===== src/drmc_defines.svh =====
// constants for the converter register bank and calibration path
`ifndef DRMC_DEFINES_SVH
`define DRMC_DEFINES_SVH

// ----------------------------------------------------------------
// register addresses
// ----------------------------------------------------------------
`define DRMC_A_NOP 7'h00
`define DRMC_A_SRST 7'h01
`define DRMC_A_RCFG 7'h02
`define DRMC_A_CHSEL 7'h03
`define DRMC_A_OCFG 7'h04
`define DRMC_A_CODE 7'h05
`define DRMC_A_CVSEL 7'h06
`define DRMC_A_CVCFG 7'h07
`define DRMC_A_CALEN 7'h08
`define DRMC_A_GAIN 7'h09
`define DRMC_A_OFFS 7'h0A
`define DRMC_A_STAT 7'h0B
`define DRMC_A_FMASK 7'h0C
`define DRMC_A_FRESP 7'h0D
`define DRMC_A_FCODE 7'h0E
`define DRMC_A_WDRST 7'h10
`define DRMC_A_ID 7'h11

// ----------------------------------------------------------------
// writable bit masks
// ----------------------------------------------------------------
`define DRMC_M_SRST 16'h0001
`define DRMC_M_RCFG 16'h1E1F
`define DRMC_M_CHSEL 16'h023F
`define DRMC_M_FULL 16'hFFFF
`define DRMC_M_CVSEL 16'h0001
`define DRMC_M_CVCFG 16'h0FFF
`define DRMC_M_CALEN 16'h0001
`define DRMC_M_STAT_W1C 16'h0820
`define DRMC_M_FMASK 16'h0831
`define DRMC_M_FRESP 16'h00FF

// ----------------------------------------------------------------
// field positions
// ----------------------------------------------------------------
`define DRMC_RST_BIT 0
`define DRMC_POC_BIT 1
`define DRMC_UBT_BIT 0
`define DRMC_WEN_BIT 0
`define DRMC_WPD_LSB 1
`define DRMC_CH_BIT 5
`define DRMC_DC_BIT 0
`define DRMC_CALIBRATION_ENABLE_BIT_BIT 0
`define DRMC_WDT_BIT 11
`define DRMC_UTGL_BIT 6
`define DRMC_RWD_BIT 0

// ----------------------------------------------------------------
// reset values
// ----------------------------------------------------------------
`define DRMC_RST_GAIN 16'h8000
`define DRMC_RST_STAT 16'h1000
`define DRMC_RST_ZERO 16'h0000

// ----------------------------------------------------------------
// calibration and timing
// ----------------------------------------------------------------
`define DRMC_GAIN_BIAS 17'h08000
`define DRMC_CODE_MAX 16'hFFFF
`define DRMC_CLK_NS 10
`define DRMC_WD_P0_MS 10
`define DRMC_WD_P1_MS 51
`define DRMC_WD_P2_MS 102
`define DRMC_WD_P3_MS 204
`define DRMC_NS_PER_MS 1000000

`endif


===== src/drmc_pkg.sv =====
// types shared by the register bank and calibration path
package drmc_pkg;

  // ----------------------------------------------------------------
  // command frame: read flag, address, data word
  // ----------------------------------------------------------------
  typedef struct packed {
    logic rd;
    logic [6:0] addr;
    logic [15:0] data;
  } drmc_cmd_s;

  // ----------------------------------------------------------------
  // register contents
  // ----------------------------------------------------------------
  typedef struct packed {
    logic rst;
    logic [15:0] rcfg;
    logic [15:0] chsel;
    logic [15:0] ocfg;
    logic [15:0] code;
    logic [15:0] cvsel;
    logic [15:0] cvcfg;
    logic [15:0] calen;
    logic [15:0] gain;
    logic [15:0] offs;
    logic [15:0] status;
    logic [15:0] fmask;
    logic [15:0] fresp;
    logic [15:0] fcode;
  } drmc_regs_s;

  // ----------------------------------------------------------------
  // whole state of the bank
  // ----------------------------------------------------------------
  typedef struct packed {
    drmc_regs_s regs;
    logic [27:0] wd_cnt;
    logic [15:0] rsp_data;
    logic rsp_valid;
    logic [15:0] out_code;
  } drmc_state_s;

endpackage : drmc_pkg


===== src/drmc_regbank.sv =====
// addressed register bank with calibrated output code
`timescale 1ns/1ps
`include "drmc_defines.svh"

module drmc_regbank
  import drmc_pkg::*;
#(
  parameter int unsigned WD_CYC0 =
    `DRMC_WD_P0_MS * (`DRMC_NS_PER_MS / `DRMC_CLK_NS),
  parameter int unsigned WD_CYC1 =
    `DRMC_WD_P1_MS * (`DRMC_NS_PER_MS / `DRMC_CLK_NS),
  parameter int unsigned WD_CYC2 =
    `DRMC_WD_P2_MS * (`DRMC_NS_PER_MS / `DRMC_CLK_NS),
  parameter int unsigned WD_CYC3 =
    `DRMC_WD_P3_MS * (`DRMC_NS_PER_MS / `DRMC_CLK_NS),
  parameter logic [2:0] PART_ID = 3'h5 // value is arbitrary
)
(
  input wire logic mclk,
  input wire logic sys_rst,
  input wire logic cmd_valid,
  input wire drmc_cmd_s cmd,
  output logic rsp_valid,
  output logic [15:0] rsp_data,
  output logic [15:0] out_code,
  output logic wdt_alarm
);

  // ----------------------------------------------------------------
  // state and helpers
  // ----------------------------------------------------------------
  drmc_state_s st_reg;
  drmc_state_s st_next;
  drmc_regs_s regs_rst;
  logic [15:0] cal_code;
  logic [15:0] rd_word;
  logic [27:0] wd_limit;
  logic wd_hit;
  logic per_ok;
  logic cv_ok;
  logic wr_en;
  logic rd_en;

  assign wr_en = cmd_valid && !cmd.rd;
  assign rd_en = cmd_valid && cmd.rd;
  assign per_ok = st_reg.regs.chsel[`DRMC_CH_BIT];
  assign cv_ok = st_reg.regs.cvsel[`DRMC_DC_BIT];

  // ----------------------------------------------------------------
  // power-on defaults
  // ----------------------------------------------------------------
  always_comb
  begin
    regs_rst = '0;
    regs_rst.gain = `DRMC_RST_GAIN;
    regs_rst.status = `DRMC_RST_STAT;
    regs_rst.calen = `DRMC_RST_ZERO;
  end

  // ----------------------------------------------------------------
  // calibration path
  // ----------------------------------------------------------------
  drmc_cal u_cal (
    .code_in(st_reg.regs.code),
    .gain_in(st_reg.regs.gain),
    .offs_in(st_reg.regs.offs),
    .cal_en(st_reg.regs.calen[`DRMC_CALIBRATION_ENABLE_BIT_BIT]),
    .code_out(cal_code)
  );

  // ----------------------------------------------------------------
  // watchdog period select
  // ----------------------------------------------------------------
  always_comb
  begin
    case (st_reg.regs.chsel[`DRMC_WPD_LSB +: 2])
      2'h0: wd_limit = WD_CYC0[27:0];
      2'h1: wd_limit = WD_CYC1[27:0];
      2'h2: wd_limit = WD_CYC2[27:0];
      default: wd_limit = WD_CYC3[27:0];
    endcase
  end

  // ----------------------------------------------------------------
  // read mux
  // ----------------------------------------------------------------
  always_comb
  begin
    rd_word = 16'h0000;
    if (cmd.addr == `DRMC_A_SRST)
      rd_word = {15'h0000, st_reg.regs.rst};
    else if (cmd.addr == `DRMC_A_RCFG)
      rd_word = st_reg.regs.rcfg;
    else if (cmd.addr == `DRMC_A_CHSEL)
      rd_word = st_reg.regs.chsel;
    else if (cmd.addr == `DRMC_A_OCFG && per_ok)
      rd_word = st_reg.regs.ocfg;
    else if (cmd.addr == `DRMC_A_CODE && per_ok)
      rd_word = st_reg.regs.code;
    else if (cmd.addr == `DRMC_A_CVSEL)
      rd_word = st_reg.regs.cvsel;
    else if (cmd.addr == `DRMC_A_CVCFG && cv_ok)
      rd_word = st_reg.regs.cvcfg;
    else if (cmd.addr == `DRMC_A_CALEN && per_ok)
      rd_word = st_reg.regs.calen;
    else if (cmd.addr == `DRMC_A_GAIN && per_ok)
      rd_word = st_reg.regs.gain;
    else if (cmd.addr == `DRMC_A_OFFS && per_ok)
      rd_word = st_reg.regs.offs;
    else if (cmd.addr == `DRMC_A_STAT)
      rd_word = st_reg.regs.status;
    else if (cmd.addr == `DRMC_A_FMASK)
      rd_word = st_reg.regs.fmask;
    else if (cmd.addr == `DRMC_A_FRESP)
      rd_word = st_reg.regs.fresp;
    else if (cmd.addr == `DRMC_A_FCODE && per_ok)
      rd_word = st_reg.regs.fcode;
    else if (cmd.addr == `DRMC_A_ID)
      rd_word = {13'h0000, PART_ID};
  end

  // ----------------------------------------------------------------
  // next state
  // ----------------------------------------------------------------
  always_comb
  begin
    st_next = st_reg;
    st_next.rsp_valid = 1'b0;
    wd_hit = 1'b0;
    // watchdog count
    if (!st_reg.regs.chsel[`DRMC_WEN_BIT])
    begin
      st_next.wd_cnt = 28'h0000000;
    end
    else if (st_reg.wd_cnt >= wd_limit - 28'h0000001)
    begin
      st_next.wd_cnt = 28'h0000000;
      wd_hit = 1'b1;
    end
    else
    begin
      st_next.wd_cnt = st_reg.wd_cnt + 28'h0000001;
    end
    // register writes, masks drop reserved bits
    if (wr_en)
    begin
      if (cmd.addr == `DRMC_A_SRST)
      begin
        st_next.regs.rst = cmd.data[`DRMC_RST_BIT];
      end
      else if (cmd.addr == `DRMC_A_RCFG)
      begin
        st_next.regs.rcfg = cmd.data & `DRMC_M_RCFG;
      end
      else if (cmd.addr == `DRMC_A_CHSEL)
      begin
        st_next.regs.chsel = cmd.data & `DRMC_M_CHSEL;
      end
      else if (cmd.addr == `DRMC_A_OCFG && per_ok)
      begin
        st_next.regs.ocfg = cmd.data;
      end
      else if (cmd.addr == `DRMC_A_CODE && per_ok)
      begin
        st_next.regs.code = cmd.data;
      end
      else if (cmd.addr == `DRMC_A_CVSEL)
      begin
        st_next.regs.cvsel = cmd.data & `DRMC_M_CVSEL;
      end
      else if (cmd.addr == `DRMC_A_CVCFG && cv_ok)
      begin
        st_next.regs.cvcfg = cmd.data & `DRMC_M_CVCFG;
      end
      else if (cmd.addr == `DRMC_A_CALEN && per_ok)
      begin
        st_next.regs.calen = cmd.data & `DRMC_M_CALEN;
      end
      else if (cmd.addr == `DRMC_A_GAIN && per_ok)
      begin
        st_next.regs.gain = cmd.data;
      end
      else if (cmd.addr == `DRMC_A_OFFS && per_ok)
      begin
        st_next.regs.offs = cmd.data;
      end
      else if (cmd.addr == `DRMC_A_STAT)
      begin
        st_next.regs.status =
          st_reg.regs.status & ~(cmd.data & `DRMC_M_STAT_W1C);
      end
      else if (cmd.addr == `DRMC_A_FMASK)
      begin
        st_next.regs.fmask = cmd.data & `DRMC_M_FMASK;
      end
      else if (cmd.addr == `DRMC_A_FRESP)
      begin
        st_next.regs.fresp = cmd.data & `DRMC_M_FRESP;
      end
      else if (cmd.addr == `DRMC_A_FCODE && per_ok)
      begin
        st_next.regs.fcode = cmd.data;
      end
      else if (cmd.addr == `DRMC_A_WDRST && cmd.data[`DRMC_RWD_BIT])
      begin
        st_next.wd_cnt = 28'h0000000;
        wd_hit = 1'b0;
      end
      // idle and reserved addresses fall through
    end
    // expiry sets the flag after a status write clear; a same-cycle restart cancels it
    if (wd_hit)
    begin
      st_next.regs.status[`DRMC_WDT_BIT] = 1'b1;
    end
    st_next.regs.status[`DRMC_UTGL_BIT] = st_next.regs.rcfg[`DRMC_UBT_BIT];
    // read answer
    if (rd_en)
    begin
      st_next.rsp_valid = 1'b1;
      st_next.rsp_data = rd_word;
    end
    // pending soft reset wins over register writes and the watchdog count; the power-off bit and a read answer are kept
    if (st_reg.regs.rst)
    begin
      st_next.regs = regs_rst;
      st_next.regs.rcfg[`DRMC_POC_BIT] =
        st_reg.regs.rcfg[`DRMC_POC_BIT];
      st_next.wd_cnt = 28'h0000000;
    end
    st_next.out_code = cal_code;
  end

  // ----------------------------------------------------------------
  // state register
  // ----------------------------------------------------------------
  always_ff @(posedge mclk)
  begin
    if (sys_rst)
    begin
      st_reg <= '0;
      st_reg.regs.gain <= `DRMC_RST_GAIN;
      st_reg.regs.status <= `DRMC_RST_STAT;
    end
    else
    begin
      st_reg <= st_next;
    end
  end

  assign rsp_valid = st_reg.rsp_valid;
  assign rsp_data = st_reg.rsp_data;
  assign out_code = st_reg.out_code;
  assign wdt_alarm = st_reg.regs.status[`DRMC_WDT_BIT];
endmodule : drmc_regbank


===== src/drmc_cal.sv =====
// gain and offset correction with saturation
`timescale 1ns/1ps
`include "drmc_defines.svh"

module drmc_cal
  import drmc_pkg::*;
(
  input wire logic [15:0] code_in,
  input wire logic [15:0] gain_in,
  input wire logic [15:0] offs_in,
  input wire logic cal_en,
  output logic [15:0] code_out
);

  logic [16:0] gain_f;
  logic [32:0] prod;
  logic [16:0] scaled;
  logic signed [18:0] sum;

  // ----------------------------------------------------------------
  // datapath
  // ----------------------------------------------------------------
  always_comb
  begin
    gain_f = {1'b0, gain_in} + `DRMC_GAIN_BIAS;
    prod = {17'h00000, code_in} * {16'h0000, gain_f};
    scaled = prod[32:16];
    sum = $signed({2'b00, scaled}) + $signed({{3{offs_in[15]}}, offs_in});
    if (!cal_en)
    begin
      code_out = code_in;
    end
    else if (sum < 0)
    begin
      code_out = 16'h0000;
    end
    else if (sum > $signed({3'b000, `DRMC_CODE_MAX}))
    begin
      code_out = `DRMC_CODE_MAX;
    end
    else
    begin
      code_out = sum[15:0];
    end
  end

endmodule : drmc_cal


===== config.mk =====
export PLATFORM = sky130hd
export DESIGN_NAME = drmc_regbank
export DESIGN_NICKNAME = d
export VERILOG_FILES = /design/src/drmc_pkg.sv /design/src/drmc_regbank.sv /design/src/drmc_cal.sv
export VERILOG_INCLUDE_DIRS = /design/src /design/src/src
export SDC_FILE = /design/constraint.sdc
export NUM_CORES = 1
export LEC_CHECK = 0
export BUFFER_PORTS_ARGS = -buffer_cell sky130_fd_sc_hd__buf_2
export CORE_AREA = 2 2 245 247
export CTS_CLUSTER_DIAMETER = 30
export DETAILED_ROUTE_END_ITERATION = 12
export DIE_AREA = 0 0 247 249
export GPL_TIMING_DRIVEN = 0
export PLACE_DENSITY = 0.55
export SLEW_MARGIN = 0
export SYNTH_ARGS = -nofsm -noshare
export SYNTH_HDL_FRONTEND = slang
export SYNTH_SLANG_ARGS = --single-unit
export TNS_END_PERCENT = 30

===== constraint.sdc =====
create_clock -name mclk -period 17.12 [get_ports mclk]
set_clock_uncertainty 0.05 [all_clocks]
set_input_delay 2.568 -clock mclk [delete_from_list [all_inputs] [get_ports mclk]]
set_output_delay 2.568 -clock mclk [all_outputs]
set_load 0.05 [all_outputs]

Word-level counts from Yosys, hierarchy flattened --
Index checks and enable logic that the tools add are counted.
Word-level totals: memories 0, flip-flop bits (word level) 199, input port bits 27, ROM bits 0, word-level logic and storage cells 174, bits in writable memories 0, output and inout port bits 34, latch bits 0
Cells by class: magnitude comparators 3, multiplexer cells 70, multipliers 1, shift operators 0, bitwise gates (word level) 16, $add $sub $neg 4, divide/modulo/power cells 0, reduce and logical (&&, ||, !) cells 31, equal/unequal tests 28
Operators by type and width (number):
- 2-to-1 mux 221 bit | 2
- 2-to-1 mux 16 bit | 23
- 2-to-1 mux 214 bit | 1
- 2-to-1 mux 204 bit | 1
- 2-to-1 mux 188 bit | 1
- 2-to-1 mux 157 bit | 1
- 2-to-1 mux 152 bit | 1
- 2-to-1 mux 125 bit | 1
- 2-to-1 mux 124 bit | 1
- 2-to-1 mux 28 bit | 4
- 2-to-1 mux 108 bit | 1
- 2-to-1 mux 92 bit | 1
- one-hot mux 25 bit (3 select lines) | 1
- 2-to-1 mux 72 bit | 1
- 2-to-1 mux 52 bit | 1
- equality test 7 x 4 -> 1 bit, second input constant | 7
- 2-to-1 mux 44 bit | 1
- multiplier 16 x 17 -> 33 bit | 1
- adder 28 x 1 -> 28 bit, second input constant | 1
- equality test 7 x 3 -> 1 bit, second input constant | 4
- >= comparator 28 bit | 1
- subtractor 28 x 1 -> 28 bit, second input constant | 1
- 2-to-1 mux 12 bit | 2
- AND reduction 12 bit | 2
- other kinds (35) | 92

Longest topological paths before layout --
word-level depth 24, depth in mapped cells 35

Hierarchy --
From an unflattened synthesis, not the netlist that was laid out.
Unflattened totals: cell total of the unflattened synthesis 2107, area total of the unflattened synthesis 18431.4 um2
Modules (own cells, without submodules):
- drmc_cal | area each 9461.6 um2, instances 1, cells each 1083
- drmc_regbank | area each 8969.9 um2, instances 1, cells each 1024

Least setup slack after synthesis --
Ideal clock, no wire load.
path type flip-flop to flip-flop, from register st_reg[206] in the netlist's numbering, to register st_reg (netlist bit out_code[12]), cell stages (with the launch flop) 34, arrival 7.796 ns, path buffers 5, period minus slack after synthesis 7.972 ns, slack 9.148 ns, required time 16.944 ns, library setup time 0.126 ns, cells stage by stage dfxtp_1 -> clkbuf_1 -> clkbuf_1 -> nand2_1 -> fa_1 -> fa_1 -> fa_1 -> inv_1 -> fa_1 -> fa_1 -> inv_1 -> fa_1 -> inv_1 -> ha_1 -> a211oi_1 -> nand2_1 -> a2111oi_0 -> a21oi_1 -> o21ai_0 -> nand2_1 -> a21oi_1 -> xnor2_1 -> ha_1 -> buf_2 -> a21oi_1 -> nor2_1 -> a211oi_2 -> a21boi_0 -> or4_1 -> or3b_1 -> buf_6 -> buf_4 -> a22oi_1 -> o21ai_0
On the way: word-level cells in the longest chain between the ends 6, elaborated cells between the ends (all ways) 7, classes of those cells 1 x add/sub; 1 x mul; 2 x order compare; 3 x mux
RTL lines:
- start, declared | line drmc_regbank.sv:32 | drmc_state_s st_reg;
- start signal, assigned | line drmc_regbank.sv:247 | st_reg <= st_next;
- multiplier 16 x 17 -> 33 bit (*) | line drmc_cal.sv:26 | prod = {17'h00000, code_in} * {16'h0000, gain_f};
- adder 18 x 16 -> 19 bit (*) | line drmc_cal.sv:28 | sum = $signed({2'b00, scaled}) + $signed({{3{offs_in[15]}}, offs_in});
- greater-than comparator 19 x 17 -> 1 bit | line drmc_cal.sv:37 | else if (sum > $signed({3'b000, `DRMC_CODE_MAX}))
- 2-to-1 mux 16 bit | line drmc_cal.sv:37
- 2-to-1 mux 16 bit (*) | line drmc_cal.sv:33 | else if (sum < 0)
- 2-to-1 mux 16 bit (*) | line drmc_cal.sv:29 | if (!cal_en)
Every way passes the cells marked *; elsewhere a longest branch is shown, timed or not. A chain may end at the register's enable or synchronous reset.

Final worst setup path --
from register st_reg[212] in the netlist's numbering, to register st_reg (netlist bit out_code[0])
Same word-level chain as after synthesis.

==> reports/results.ini <==
[critical_path]
crit_path_start_kind=flop
critPathMaxStageDelay_ns=0.97
timing.rr.end=out_code[0]
crit_family=adder cells
worstPathArrival_ns=10.94
critPathMaxFanout=10
reg2reg_slack_ns=6.45
worst_path_most_repeated_cell=fa_1
worst-path-buf-inv=8
critPathKind=flop to flop
required_ns=17.39
cp-end-kind=flop
crit_slowest_cell=a2111oi_0
rr_startpoint=st_reg[212]
reg2reg_depth=32

[logic_synthesis]
synthMuxAreaShare_pct=0.674
synth_compound_area_share_pct=12.3
yosys.area_share.adder_pct=33.5
synth_area_per_cell_sq_um=8.26
ys_seq_elements=186
syn_inst=2180
post_synth_num_cell_types=81
synth-async-reset-ratio_pct=0
syn-cell-area_sq_um=18000
synth_edf_count=0
yosys_most_used_dff=dfxtp_1
ys_warn_count=0
ys_seq_area_share_pct=20.7
synth-simple-area-share_pct=20.6
synth_top_family_by_area=adder cells
synthXorXnorAreaFrac_pct=2.58

[global_route]
globalRouteOverflowTotal=0
grt_first_pass_wirelength_mm=92.5
grt_pass1_vias=15929
antenna_found_initial=3
grt_max_degree=17
grt_usage_pct=19.4

[routing]
ant_nets=0
wl_mm=57.8
drc=0
route.vias.total=15366
first_pass_iters=6
detail_route.vias_per_cell=5.05
routedWlPerCell_um=19.0
drt_iter0_drc=1093

[floorplan]
die_h_um=249
core-area_sq_um=58700
initial_core_util_pct=30.7
fp.dieArea_sq_um=61500
rows=89
num_io_pins=61
die_x_um=247

[cts]
cts_tree=yes
cts-buffers-inserted=17
cts-htree-levels=4
clk-insertion-delay-late_ns=0.46
ctsHoldBuffers=0
post_cts_resized=0
post-cts-setup-buffer-count=0
clock_path_buffers=2
root_buffer=clkbuf_16
path_clk_slew_ns=0.07
cts_sinks=186

[placed_design]
finalWeightedCongestion=0.959
dp_hpwl_mm=45.9
io_buffer_count=53

[pwr]
pwr-share-clk_pct=47.7
p_leak_nw=8.71
seqPwrFrac_pct=47.6
p_switching_uw=220
power.total_uw=912
intPower_uw=692
power_density_nw_per_um2=45.9
p_sw_share_pct=24.2
share_comb_of_total_power_pct=4.7
ir_worst_vdd_uv=67.7

[timing]
slew_violations=0
fmax_mhz=93.8
post-route-min-period_ns=10.67
relSlewSlack_pct=21.5
fin_crit_sh_pct=62.3
hold_viol_final=0
finalSetupViolations=0
rsz0062_at_grt=no
fin_tns_setup_ns=0
tightest_slew_ns=1.15

[worst_hold_path]
min-delay-start=st_reg[114]
holdPathStages=2
hold_end=st_reg[114]
hold_class=flop to flop

[layout]
area_growth_pct=10.4
nFillCells=6155
final_common_cell=nand2_1
drive_gt1_share_pct=7.06
mostFrequentLayoutCells=nand2_1, inv_1, fa_1, dfxtp_1, a21oi_1
largest_reg_flops=150
num-nets-final=2639
fin_util_pct=33.9

[run]
maxCapViolCount=0

[run_status]
status=finished, final reports clean

## power by group through the flow
stage / registers (mW) / logic, mW / clock network, mW
final: 0.434 / 0.0432 / 0.435
after global routing: 0.434 / 0.0453 / 0.457
after CTS: 0.434 / 0.0422 / 0.440
after detailed placement: 0.444 / 0.0419 / 0
after global placement: 0.444 / 0.0420 / 0
after floorplan: 0.444 / 0.0221 / 0
## routing by layer
| layer | vias to the layer above | global-route usage (%) | wire length (um) |
|---|---|---|---|
| met5 | - | 0 | 0 |
| met4 | 0 | 6.25 | 1630 |
| li1 | 7172 | - | - |
| met2 | 495 | 32.2 | 27600 |
| met1 | 7622 | 26.1 | 25500 |
| met3 | 77 | 2.32 | 3110 |
## synthesized netlist by cell type (11+ instances only)
cell type,instances,share of area (%)
nand2_1,407,8.5
inv_1,256,5.3
fa_1,208,23
dfxtp_1,186,21
a21oi_1,171,4.8
ha_1,150,10
and2_1,116,4.0
nor2_1,105,2.2
clkbuf_1,103,2.1
nand3_1,57,1.6
o21ai_0,35,0.97
a22oi_1,33,1.4
buf_4,33,1.4
xnor2_1,29,1.4
xor2_1,24,1.2
buf_2,21,0.58
nand2b_1,18,0.63
nor2b_1,16,0.56
nand4_1,15,0.52
nor3_1,15,0.42
a21o_1,13,0.54
o21ai_1,12,0.33
mux2i_1,11,0.61
o211ai_1,11,0.46
## tightest hold or removal path: stages (launching register included)
cell	delay, ns
dfxtp_1	0.32
nand2_1	0.05
a31oi_1	0.03
## layout make-up
cell class / instances / area (sq um) / area share [%]
clock inverter: 12 / 189 / 0.950
antenna: 2 / 5.00 / 0.0252
multi-input combinational: 1578 / 12600 / 63.2
timing repair buffer: 53 / 265 / 1.33
tap: 773 / 967 / 4.86
clock buffer: 18 / 439 / 2.21
sequential: 186 / 3720 / 18.7
buffer: 162 / 773 / 3.89
inverter: 256 / 961 / 4.83
## kinds of logic (layout without fill, tap and decap cells)
| logic type | count (synthesis) | after routing |
|---|---|---|
| AND/OR/NAND/NOR | 794 | 794 |
| buffers and inverters | 418 | 501 |
| adder cells (fa/ha/maj) | 358 | 358 |
| AO/OA/AOI/OAI | 357 | 357 |
| flip-flops | 186 | 186 |
| XOR/XNOR | 53 | 53 |
| multiplexers | 12 | 12 |
| other | 2 | 6 |
## metrics by stage
stage / instance area (sq um) / setup slack [ns] / cells / hold slack [ns]
floorplan: 18000 / 9.15 / 2182 / 0.359
global placement: 19300 / 6.58 / 3008 / 0.374
detailed placement: 19300 / 6.53 / 3008 / 0.377
CTS: 19900 / 6.45 / 3038 / 0.387
global route: 19900 / 6.01 / 3039 / 0.397
finish: 19900 / 6.45 / 3040 / 0.392
## how the worst max path moves through the flow
stage	start	to	depth (start not counted)
4_1_cts	st_reg[212]	out_code[0]	32
2_1_floorplan	st_reg[206]	out_code[12]	33
6_report	st_reg[212]	out_code[0]	32
3_5_place_dp	st_reg[212]	out_code[0]	32
3_3_place_gp	st_reg[212]	out_code[0]	33
5_1_grt	st_reg[212]	out_code[3]	32
(Power assumes the default switching activity.)
